**src/logic/swlf_map.vh**
```
`ifndef SWLF_MAP_VH
`define SWLF_MAP_VH
// ----------------------------------------
// Register offsets (byte addresses)
// ----------------------------------------
`define SWLF_OFF_STATUS 12'h000
`define SWLF_OFF_ACC 12'h004
`define SWLF_OFF_CTRL 12'h008
// ----------------------------------------
// Status word fields
// ----------------------------------------
`define SWLF_BIT_PARITY 0
`define SWLF_BIT_USER1 1
`define SWLF_BIT_OVF 2
`define SWLF_BIT_BANK_LO 3
`define SWLF_BIT_BANK_HI 4
`define SWLF_BANK_RESET 2'h0
`define SWLF_OVF_RESET 1'h0
`define SWLF_USER_RESET 1'h0
`define SWLF_ACC_RESET 8'h00
// ----------------------------------------
// Operation codes
// ----------------------------------------
`define SWLF_OP_ADD 3'h0
`define SWLF_OP_ADD_CARRY 3'h1
`define SWLF_OP_SUB_BORROW 3'h2
`define SWLF_OP_MULTIPLY 3'h3
`define SWLF_OP_DIV 3'h4
`define SWLF_PRODUCT_LIMIT 16'h00FF
`define SWLF_BANK_BYTES 5'h08
`endif

```
**src/logic/swlf_parity.v**
```verilog
`timescale 1ns/10ps
`default_nettype none
module swlf_parity
(
  input wire [7:0] acc,
  output wire odd
);
  // Odd count of ones reads as one
  assign odd = ^acc;
endmodule // swlf_parity
`default_nettype wire

```
**src/logic/swlf_bank_addr.v**
```verilog
`timescale 1ns/10ps
`default_nettype none
module swlf_bank_addr
(
  input wire [1:0] bank,
  input wire [2:0] reg_index,
  output wire [7:0] data_addr
);
  // Bank n spans 8n..8n+7, bank 3 at 0x18-0x1F
  assign data_addr = {3'h0, bank, reg_index};
endmodule // swlf_bank_addr
`default_nettype wire

```
**src/logic/swlf_status_word.v**
```verilog
`timescale 1ns/10ps
`default_nettype none
`include "swlf_map.vh"
module swlf_status_word
(
  input wire pclk,
  input wire presetn,
  input wire psel,
  input wire penable,
  input wire pwrite,
  input wire [11:0] paddr,
  input wire [31:0] pwdata,
  output reg [31:0] prdata,
  output wire pready,
  output wire pslverr,
  input wire acc_we,
  input wire [7:0] acc_wdata,
  input wire op_done,
  input wire [2:0] op_code,
  input wire [15:0] op_result,
  input wire [7:0] op_divisor,
  input wire op_ovf,
  input wire [2:0] reg_index,
  output wire [7:0] reg_data_addr,
  output wire [1:0] register_bank_select,
  output wire overflow_flag,
  output wire parity_flag,
  output wire [7:0] program_status_word
);
  // ----------------------------------------
  // Address decode
  // ----------------------------------------
  // Shared by the write strobes and the read mux
  function is_status_addr;
    input [11:0] a;
    begin
      is_status_addr = (a == `SWLF_OFF_STATUS);
    end
  endfunction

  function is_acc_addr;
    input [11:0] a;
    begin
      is_acc_addr = (a == `SWLF_OFF_ACC);
    end
  endfunction

  function is_mapped;
    input [11:0] a;
    begin
      is_mapped = is_status_addr(a) || is_acc_addr(a);
    end
  endfunction

  // ----------------------------------------
  // Operation decode
  // ----------------------------------------
  // Codes above divide are ignored, flag untouched
  function is_arith;
    input [2:0] c;
    begin
      case (c)
        `SWLF_OP_ADD: is_arith = 1'h1;
        `SWLF_OP_ADD_CARRY: is_arith = 1'h1;
        `SWLF_OP_SUB_BORROW: is_arith = 1'h1;
        `SWLF_OP_MULTIPLY: is_arith = 1'h1;
        `SWLF_OP_DIV: is_arith = 1'h1;
        default: is_arith = 1'h0;
      endcase
    end
  endfunction

  function ovf_of;
    input [2:0] c;
    input [15:0] product;
    input [7:0] divisor;
    input sum_ovf;
    begin
      case (c)
        `SWLF_OP_MULTIPLY: ovf_of = (product > `SWLF_PRODUCT_LIMIT);
        `SWLF_OP_DIV: ovf_of = (divisor == 8'h00);
        default: ovf_of = sum_ovf;
      endcase
    end
  endfunction

  // ----------------------------------------
  // Read mux
  // ----------------------------------------
  // Unmapped reads return zero alongside the error
  function [31:0] read_word;
    input [11:0] a;
    input [7:0] status;
    input [7:0] acc;
    begin
      if (is_status_addr(a))
      begin
        read_word = {24'h000000, status};
      end
      else if (is_acc_addr(a))
      begin
        read_word = {24'h000000, acc};
      end
      else
      begin
        read_word = 32'h00000000;
      end
    end
  endfunction

  // ----------------------------------------
  // State
  // ----------------------------------------
  reg [1:0] bank_sel_reg;
  reg [1:0] bank_sel_next;
  reg ovf_reg;
  reg ovf_next;
  reg user_flag_reg;
  reg user_flag_next;
  reg [7:0] acc_reg;
  reg [7:0] acc_next;
  wire setup_phase;
  wire access_phase;
  wire wr_go;
  wire status_wr;
  wire acc_wr;
  wire rd_setup;
  wire arith_done;
  wire ovf_calc;
  wire [7:0] status_word;

  // ----------------------------------------
  // Bus strobes
  // ----------------------------------------
  // Zero wait states; every access ends in one cycle
  assign pready = 1'h1;
  assign setup_phase = psel & ~penable;
  assign access_phase = psel & penable;
  assign wr_go = access_phase & pwrite;
  assign status_wr = wr_go & is_status_addr(paddr);
  assign acc_wr = wr_go & is_acc_addr(paddr);
  assign rd_setup = setup_phase & ~pwrite;
  // Unmapped addresses answer with an error, no state change
  assign pslverr = access_phase & ~is_mapped(paddr);

  // ----------------------------------------
  // Datapath strobes
  // ----------------------------------------
  assign arith_done = op_done & is_arith(op_code);
  assign ovf_calc = ovf_of(op_code, op_result, op_divisor, op_ovf);

  // ----------------------------------------
  // Bank select
  // ----------------------------------------
  always @*
  begin
    bank_sel_next = bank_sel_reg;
    if (status_wr)
    begin
      bank_sel_next = {pwdata[`SWLF_BIT_BANK_HI], pwdata[`SWLF_BIT_BANK_LO]};
    end
  end

  always @(posedge pclk or negedge presetn)
  begin
    if (!presetn)
    begin
      bank_sel_reg <= `SWLF_BANK_RESET;
    end
    else
    begin
      bank_sel_reg <= bank_sel_next;
    end
  end

  // ----------------------------------------
  // Overflow flag
  // ----------------------------------------
  always @*
  begin
    ovf_next = ovf_reg;
    if (status_wr)
    begin
      ovf_next = pwdata[`SWLF_BIT_OVF];
    end
    // Datapath completes after the bus, so it wins a clash
    if (arith_done)
    begin
      ovf_next = ovf_calc;
    end
  end

  always @(posedge pclk or negedge presetn)
  begin
    if (!presetn)
    begin
      ovf_reg <= `SWLF_OVF_RESET;
    end
    else
    begin
      ovf_reg <= ovf_next;
    end
  end

  // ----------------------------------------
  // User flag
  // ----------------------------------------
  always @*
  begin
    user_flag_next = user_flag_reg;
    if (status_wr)
    begin
      user_flag_next = pwdata[`SWLF_BIT_USER1];
    end
  end

  always @(posedge pclk or negedge presetn)
  begin
    if (!presetn)
    begin
      user_flag_reg <= `SWLF_USER_RESET;
    end
    else
    begin
      user_flag_reg <= user_flag_next;
    end
  end

  // ----------------------------------------
  // Accumulator mirror
  // ----------------------------------------
  // Held here so that parity and the ACC read have a source
  always @*
  begin
    acc_next = acc_reg;
    if (acc_wr)
    begin
      acc_next = pwdata[7:0];
    end
    // Datapath write wins over the bus
    if (acc_we)
    begin
      acc_next = acc_wdata;
    end
  end

  always @(posedge pclk or negedge presetn)
  begin
    if (!presetn)
    begin
      acc_reg <= `SWLF_ACC_RESET;
    end
    else
    begin
      acc_reg <= acc_next;
    end
  end

  // ----------------------------------------
  // Parity and bank address
  // ----------------------------------------
  swlf_parity u_par
  (
    .acc(acc_reg),
    .odd(parity_flag)
  );

  swlf_bank_addr u_bank
  (
    .bank(register_bank_select),
    .reg_index(reg_index),
    .data_addr(reg_data_addr)
  );

  // ----------------------------------------
  // Read data
  // ----------------------------------------
  // Loaded in setup so data is steady at the access edge
  // Limitation: a flag change during the access shows next read
  always @(posedge pclk or negedge presetn)
  begin
    if (!presetn)
    begin
      prdata <= 32'h00000000;
    end
    else if (rd_setup)
    begin
      prdata <= read_word(paddr, status_word, acc_reg);
    end
  end

  // ----------------------------------------
  // Outputs
  // ----------------------------------------
  // Parity is rebuilt from the accumulator, never stored
  assign status_word = {3'h0, bank_sel_reg, ovf_reg, user_flag_reg, parity_flag};
  assign register_bank_select = bank_sel_reg;
  assign overflow_flag = ovf_reg;
  assign program_status_word = status_word;

endmodule // swlf_status_word
`default_nettype wire

```
**config.mk**
```make
export PLATFORM = sky130hd
export DESIGN_NAME = swlf_status_word
export DESIGN_NICKNAME = d
export VERILOG_FILES = /design/src/logic/swlf_parity.v /design/src/logic/swlf_bank_addr.v /design/src/logic/swlf_status_word.v
export VERILOG_INCLUDE_DIRS = /design/src /design/src/logic
export SDC_FILE = /design/constraint.sdc
export NUM_CORES = 1
export LEC_CHECK = 0
export BUFFER_PORTS_ARGS = -buffer_cell sky130_fd_sc_hd__buf_2
export CAP_MARGIN = 20
export CELL_PAD_IN_SITES_DETAIL_PLACEMENT = 1
export CELL_PAD_IN_SITES_GLOBAL_PLACEMENT = 1
export CORE_MARGIN = 2
export CORE_UTILIZATION = 23
export CTS_BUF_LIST = sky130_fd_sc_hd__clkbuf_4 sky130_fd_sc_hd__clkbuf_8 sky130_fd_sc_hd__clkbuf_16
export CTS_CLUSTER_DIAMETER = 200
export DETAILED_ROUTE_END_ITERATION = 10
export PLACE_DENSITY = 0.82
export SLEW_MARGIN = 5
export SYNTH_ARGS = -nofsm -noshare
export SYNTH_HDL_FRONTEND = slang
export SYNTH_SLANG_ARGS = --single-unit
```
**constraint.sdc**
```tcl
create_clock -name pclk -period 2.23 [get_ports pclk]
set_input_delay 0.446 -clock pclk [delete_from_list [all_inputs] [get_ports pclk]]
set_output_delay 0.446 -clock pclk [all_outputs]
set_load 0.01 [all_outputs]
```
== After elaboration in Yosys (flattened, before gate mapping) ==
Cells that the tools add are included.

* Register bits after elaboration: 44
* Output and inout bits: 54
* Logic and storage cells: 38

* Order comparisons: 1
* Equality and inequality tests: 5
* Multiplexer cells: 8
* Bitwise operators: 11
* Reduce and logical (&&, ||, !) cells: 8

{| class="wikitable"
|+ Operators with widths
! kind !! count
|-
| 8-bit two-way mux || 4
|-
| 16-bit by 8-bit > comparator with 1-bit output (second input constant) || 1
|-
| 12-bit by 3-bit == test with 1-bit output (second input constant) || 1
|-
| 12-bit zero test || 1
|-
| 1-bit AND || 8
|-
| 8-bit zero test || 1
|-
| 8-bit XOR reduction || 1
|-
| 3-bit by 2-bit == test with 1-bit output (second input constant) || 2
|-
| 5-bit OR reduction || 1
|-
| 2-bit nonzero test || 2
|-
| 3-bit by 1-bit == test with 1-bit output (second input constant) || 1
|-
| 3-bit == test (second input constant) || 1
|-
| 3-bit zero test || 1
|-
| 1-bit two-way mux || 3
|-
| 1-bit NOT || 3
|-
| 1-bit one-hot mux with 2 select lines || 1
|-
| 1-bit logical OR || 1
|}

== Longest topological paths before layout ==
Gate-level depths: netlist of the first run.

* Word-level depth: 5
* Gate-level depth with buffers: 5
* Depth with buffers taken out: 4

== By module ==
A second synthesis of the first run with hierarchy kept.

* Cells, all modules: 154
* Area, all modules: 1436.4 um2

{| class="wikitable"
|+ By module, submodules not included
! module !! instances !! cells an instance !! area an instance (um2) !! seq. area each (um2)
|-
| swlf_status_word || 1 || 138 || 1311.3 || 500.5
|-
| swlf_bank_addr || 1 || 9 || 63.8 || 0.0
|-
| swlf_parity || 1 || 7 || 61.3 || 0.0
|}

== Worst setup path after synthesis of the first run ==
OpenSTA, ideal clock, no wires.

* Path kind: in2reg
* Start point: input paddr[9]
* End point: register bank_sel_reg[0] (netlist: register_bank_select[0])
* Arrival time: 2.008 ns
* Slack: 0.097 ns
* Stages: 4
* Buffers on the path: 1
* Cell sequence: or4_1 buf_2 nor4_1 mux2_2

* Cells in the longest elaborated chain, start to end: 2

{| class="wikitable"
|+ Ends and longest elaborated chain
! what !! RTL line !! RTL
|-
| from (decl) || swlf_status_word.v:11 || <nowiki>input wire [11:0] paddr,</nowiki>
|-
| 12-bit zero test (no source line) || - ||
|-
| 1-bit AND || swlf_status_word.v:140 || <nowiki>assign status_wr = wr_go & is_status_addr(paddr);</nowiki>
|-
| to (signal assigned) || swlf_status_word.v:168 || <nowiki>bank_sel_reg <= `SWLF_BANK_RESET;</nowiki>
|-
| to (signal assigned) || swlf_status_word.v:172 || <nowiki>bank_sel_reg <= bank_sel_next;</nowiki>
|-
| to (decl) || swlf_status_word.v:114 || <nowiki>reg [1:0] bank_sel_reg;</nowiki>
|}

Every way passes these cells.
A chain may end at the register's enable or synchronous reset.

== Worst setup path in the final report of the first run ==
* Start point: input paddr[9]
* End point: output pslverr

* Cells in the longest elaborated chain, start to end: 4

{| class="wikitable"
|+ Ends and longest elaborated chain
! what !! RTL line !! RTL
|-
| 12-bit by 3-bit == test with 1-bit output (no source line) / 12-bit zero test (equally long branches) || - ||
|-
| 1-bit logical OR (*) || swlf_status_word.v:51 || <nowiki>is_mapped = is_status_addr(a) || is_acc_addr(a);</nowiki>
|-
| 1-bit NOT (*) || swlf_status_word.v:144 || <nowiki>assign pslverr = access_phase & ~is_mapped(paddr);</nowiki>
|-
| 1-bit AND (*) || swlf_status_word.v:144 ||
|-
| to (decl) || swlf_status_word.v:15 || <nowiki>output wire pslverr,</nowiki>
|}

Mark *: on every way between the ends. The rest lies on a longest branch, timed or not.

==> results of run 1 <==
## per-layer routing
| metal | up-vias | part of all wire (%) | GRT usage (%) |
|---|---|---|---|
| met3 | 7 | 8.3 | 3.976 |
| met5 | - | 0 | 0 |
| li1 | 614 | - | - |
| met4 | 0 | 1.2 | 2.981 |
| met2 | 46 | 54 | 20.82 |
| met1 | 608 | 36 | 11.20 |
## logic make-up (layout without fill, tap and decap cells)
logic type / count (synthesis) / after routing / share of synthesized area (%)
compound gates: 22 / 22 / 8.806
xor+xnor: 7 / 7 / 4.272
buf+inv: 44 / 82 / 22.32
flops: 20 / 20 / 34.87
mux: 15 / 15 / 10.72
other cells: 2 / 31 / 0.5233
simple gates: 49 / 49 / 18.48
## stage by stage
step	instances	hold slack (ns)	total power, W	setup WS, ns	util (%)
floorplan	188	0.1504	0.0005893	0.09736	-
global placement	297	0.4047	0.0006251	0.02505	28.88
detailed placement	297	0.4195	0.0006348	0.01957	28.88
CTS	301	0.1390	0.0009110	0.01160	29.80
global route	301	0.1522	0.0009539	0.05265	29.89
finish	301	0.1295	0.0009091	0.1090	29.89
## worst register-to-register path, stage by stage, from the launching register on
cell	delay (ns)
dfrtp_1	0.42
xor2_1	0.19
xnor2_1	0.14
xnor2_1	0.28
a21bo_2	0.18
## power by group
part | total [W] | internal, W | switching, W | leakage (nW)
Sequential | 0.000394 | 0.000378 | 0.0000161 | 0.263
Combinational | 0.000233 | 0.000102 | 0.000132 | 0.621
Clock | 0.000282 | 0.000157 | 0.000124 | 0.0288
Total | 0.000909 | 0.000637 | 0.000272 | 0.913
## cells in the final DEF (no fill, tap or decap)
cell type and count:
a21bo_2 1, a21oi_1 2, a2bb2oi_1 2, and3_1 1
buf_12 1, buf_2 74, buf_4 3, clkbuf_8 4
conb_1 31, dfrtp_1 20, mux2_2 3, mux2i_1 12
nand2_1 24, nand2b_1 1, nand3_1 1, nand4_1 2
nand4b_1 2, nor2_1 3, nor3_1 1, nor3_2 1
nor3b_1 2, nor4_1 5, nor4_4 1, nor4b_1 2
o21ai_0 8, o21ai_1 8, o41ai_1 1, or3_1 1
or4_1 2, xnor2_1 6, xor2_1 1
## area by class of cell
| class | instances | share of cell area (%) |
|---|---|---|
| Timing Repair Buffer | 78 | 23.06 |
| Clock buffer | 4 | 3.075 |
| Sequential cell | 20 | 27.95 |
| Multi-Input combinational cell | 124 | 40.67 |
| Tap cell | 75 | 5.241 |
## how the worst max path moves through the flow
stage                        start  slack, ns  cells after the start                             endpoint
after global routing      paddr[9]       0.05                      5                              pslverr
after global placement    paddr[9]       0.03                      5                              pslverr
final                     paddr[9]       0.11                      5                              pslverr
after CTS                 paddr[9]       0.01                      5                              pslverr
after detailed placement  paddr[9]       0.02                      5                              pslverr
after floorplan           paddr[9]        0.1                      4  register_bank_select[0]$_DFFE_PN0P_
## timing repair
item	4_1_cts	5_1_grt
hold buffers	0	0
endpoints found under the setup margin	0	1
gates resized for setup	0	1
setup buffers	0	0
==> impl_metrics.toml, run 1 <==
[finish]
antenna_cells = 0
multi_input_area_um2 = 728.2
area_growth_pct = 24.76
final-seq-area_um2 = 500.5
drive_above_1_share_pct = 38.94
fin_area_mm2 = 0.001790
fillCellCount = 731
layout.nets = 317

[grt]
first_global_vias = 1313
track_usage_pct = 10.96
antenna_found_initial = 1
grt_pass1_wl_mm = 6.279
grt_max_degree = 21
overflow = 0

[sta]
setup_viol = 0
clock_skew_ns = 0.003575
min_period_ns = 2.121
clock.fmax_mhz = 471.5
grt_setup_unrepaired = "no"
timing_hold_violations_final = 0
maxSlewViolCount = 0
tns_ns = 0
fin_crit_sh_pct = 95.11

[cts]
cts_buffers = 3
clockBufferDepth = 2
clockRootBuffer = "clkbuf_8"
cts_tree = "built"
cts_max_level = 1
clk_latency_ns = 0.26
cts.sinks = 20
clkSlewWorstSetupHoldPaths_ns = 0.07

[drt]
drtIter0Drc = 36
drcViolationCount = 0
first_pass_iters = 2
routed_via_density = 4.236
ant_nets = 0
vias = 1275
wire_per_inst_um = 13.14
wirelength_mm = 3.956

[placement]
gp_congestion = 0.7014
placed_cell_area_mm2 = 0.001730
port_buffers = 74
dp_hpwl_mm = 3.312

[yosys]
synth.distinct_cells = 30
ys_ff_latch = 20
synth_area_mm2 = 0.001435
syn_avg_cell_area_um2 = 9.026
synth-main-ff-cell = "dfrtp_1"
synth_top_area_share_pct = 34.87
synthCells = 159
yosysTopAreaCell = "dfrtp_1"
synth_edf_count = 0
ys_seq_area_share_pct = 34.87
ys.warnings.count = 0
synthArstFlopShare_pct = 100.0
synth_area_leaders = "dfrtp_1, buf_4, mux2i_1"
synth_most_common_cell = "buf_4"
synthTopCellsByCount = "buf_4, nand2_1, dfrtp_1, mux2i_1"

[floorplan]
io_pins = 144
start_util_pct = 23.96
core_area_mm2 = 0.005991
die-height_um = 82.99
num_rows = 28
fp.dieW_um = 82.99
dieArea_mm2 = 0.006887

[worst_setup_path]
r2r-end = "prdata[0]$_DFFE_PN0P_"
cp_max_fo = 5
r2r-start = "acc_reg[4]$_DFFE_PN0P_"
path_cells = "buf_2 > or4_1 > nor3_2 > nor2_1 > buf_2"
crit_path_end_kind = "output pin"
crit_required_ns = 1.78
startpoint_type = "primary input"
crit_top_cell = "buf_2"
crit_slowest_cell = "or4_1"
slowest_delay_ns = 0.65
r2r_cells = 4
rrSetupSlack_ns = 0.96
crit_arrival_ns = 1.68
critPathTopFamily = "simple AND/OR/NAND/NOR gates"
path_buf_inv = 2
critPathKind = "primary input to output pin"

[pwr]
p_leak_nw = 0.9130
p_per_area_mw_per_mm2 = 507.8
ir_worst_vdd_mv = 0.2189

[min_path]
hold_class = "primary input to async pin"

[run_status]
status = "finished, final reports clean"

[run]
max_cap_violations = 0
No activity file was read; power rests on OpenSTA's default activity.
==> inputs of run 2 (changes only) <==
- CELL_PAD_IN_SITES_DETAIL_PLACEMENT: 1 -> unset
- CELL_PAD_IN_SITES_GLOBAL_PLACEMENT: 1 -> unset
- CORE_UTILIZATION: 23 -> 36
- PLACE_DENSITY: 0.82 -> 0.84
==> run 2 against run 1 <==
Effect of this change: final cell count down 9.6%; final area is 3.1% lower; sequential cell count stayed put; via count down 5.7%; non-clock buffer count is 1 lower; clock-buffer cell count is 1 lower; core utilization is 16 points higher; critical endpoint unchanged.
==> impl_metrics.toml, run 2 (synthesis gave the netlist of run 1 again) <==
[sta]
clock_skew_ns = 0.0009263
timing_hold_violations_final = 0
min_period_ns = 2.097
setup_viol = 0
tns_ns = 0
fin_crit_sh_pct = 94.03
maxSlewViolCount = 0
clock.fmax_mhz = 476.9
grt_setup_unrepaired = "no"

[drt]
vias = 1202
wire_per_inst_um = 11.31
routed_via_density = 4.419
drcViolationCount = 0
first_pass_iters = 4
drtIter0Drc = 23
ant_nets = 0
wirelength_mm = 3.077

[worst_setup_path]
crit_required_ns = 1.78
crit_arrival_ns = 1.65
startpoint_type = "primary input"
critPathKind = "primary input to output pin"
crit_top_cell = "buf_2"
slowest_delay_ns = 0.65
crit_path_end_kind = "output pin"
cp_max_fo = 5
path_buf_inv = 2
crit_slowest_cell = "or4_1"
path_cells = "buf_2 > or4_1 > nor3_2 > nor2_1 > buf_2"
critPathTopFamily = "simple AND/OR/NAND/NOR gates"

[floorplan]
fp.dieW_um = 67.14
io_pins = 144
start_util_pct = 38.34
core_area_mm2 = 0.003744
dieArea_mm2 = 0.004508
die-height_um = 67.14
num_rows = 22

[placement]
dp_hpwl_mm = 2.645
place_inst = 269
port_buffers = 74
gp_congestion = 0.7426

[cts]
cts_tree = "built"
cts_buffers = 3
cts_max_level = 1
cts.sinks = 20
clk_latency_ns = 0.25
clockBufferDepth = 2
clockRootBuffer = "clkbuf_8"
clkSlewWorstSetupHoldPaths_ns = 0.06

[finish]
area_growth_pct = 20.92
drive_above_1_share_pct = 38.39
final_common_cell = "buf_2"
finalNonFillerCells = 272
layout.nets = 316
final_cell_mix = "buf_2, conb_1, nand2_1, dfrtp_1, mux2i_1"
antenna_cells = 0

[grt]
grt_pass1_wl_mm = 4.788
track_usage_pct = 13.78
grt_max_degree = 21
first_global_vias = 1123
antenna_found_initial = 0
overflow = 0

[min_path]
hold_class = "primary input to async pin"

[run_status]
status = "finished, final reports clean"

[pwr]
p_per_area_mw_per_mm2 = 484.8
p_leak_nw = 0.9006
ir_worst_vdd_mv = 0.3611

[run]
max_cap_violations = 0
==> run 2: stage by stage <==
stage	cell area, um2	utilization [%]	total power (W)	worst slack (ns)	hold slack, ns
after floorplan	1544	-	0.0005893	0.09736	0.1504
final	1735	46.36	0.0008413	0.1331	0.1292
after detailed placement	1689	45.12	0.0006286	0.08211	0.4068
after CTS	1730	46.22	0.0008476	0.07417	0.1387
after global routing	1735	46.36	0.0008956	0.04907	0.1540
after global placement	1689	45.12	0.0006227	0.06376	0.4072
==> run 2: repair_timing <==
| item | CTS | global route |
|---|---|---|
| hold buffers | 0 | 0 |
| buffers inserted | 0 | 0 |
| setup endpoints to repair | 0 | 1 |
| gates resized for setup | 0 | 1 |
==> run 2: worst paths after layout <==
path                            slack [ns]  depth (start not counted)                endpoint              startpoint
worst max-delay path                  0.13                          5                 pslverr                paddr[9]
worst min-delay path                  0.13                          1   prdata[3]$_DFFE_PN0P_                 presetn
worst max register to register        1.00                          4   prdata[0]$_DFFE_PN0P_  acc_reg[0]$_DFFE_PN0P_
worst min register to register        0.48                          2   prdata[4]$_DFFE_PN0P_   prdata[4]$_DFFE_PN0P_
max in group asynchronous             1.80                          1  acc_reg[5]$_DFFE_PN0P_                 presetn
min in group pclk                     0.41                          3  acc_reg[6]$_DFFE_PN0P_            acc_wdata[6]
==> run 2: per-layer routing <==
layer	GRT usage, %	wire (um)	vias up
met4	3.571	19	0
met1	15.46	1203	544
li1	-	-	613
met5	0	0	-
met3	4.667	256	2
met2	24.88	1598	43
==> run 2: layout make-up <==
| class | count | area (um2) |
|---|---|---|
| multi-input cells | 124 | 728.2 |
| flip-flops and latches | 20 | 500.5 |
| well taps | 48 | 60.06 |
| fillers | 381 | 2008 |
| repair buffers | 77 | 405.4 |
| clock buffers | 3 | 41.29 |
==> run 2: where the power goes <==
part	total [W]	internal (W)	switching (W)	leakage, nW
logic	0.000226	0.000101	0.000126	0.616
clock network	0.000220	0.000120	0.000100	0.0216
registers	0.000395	0.000378	0.0000170	0.263
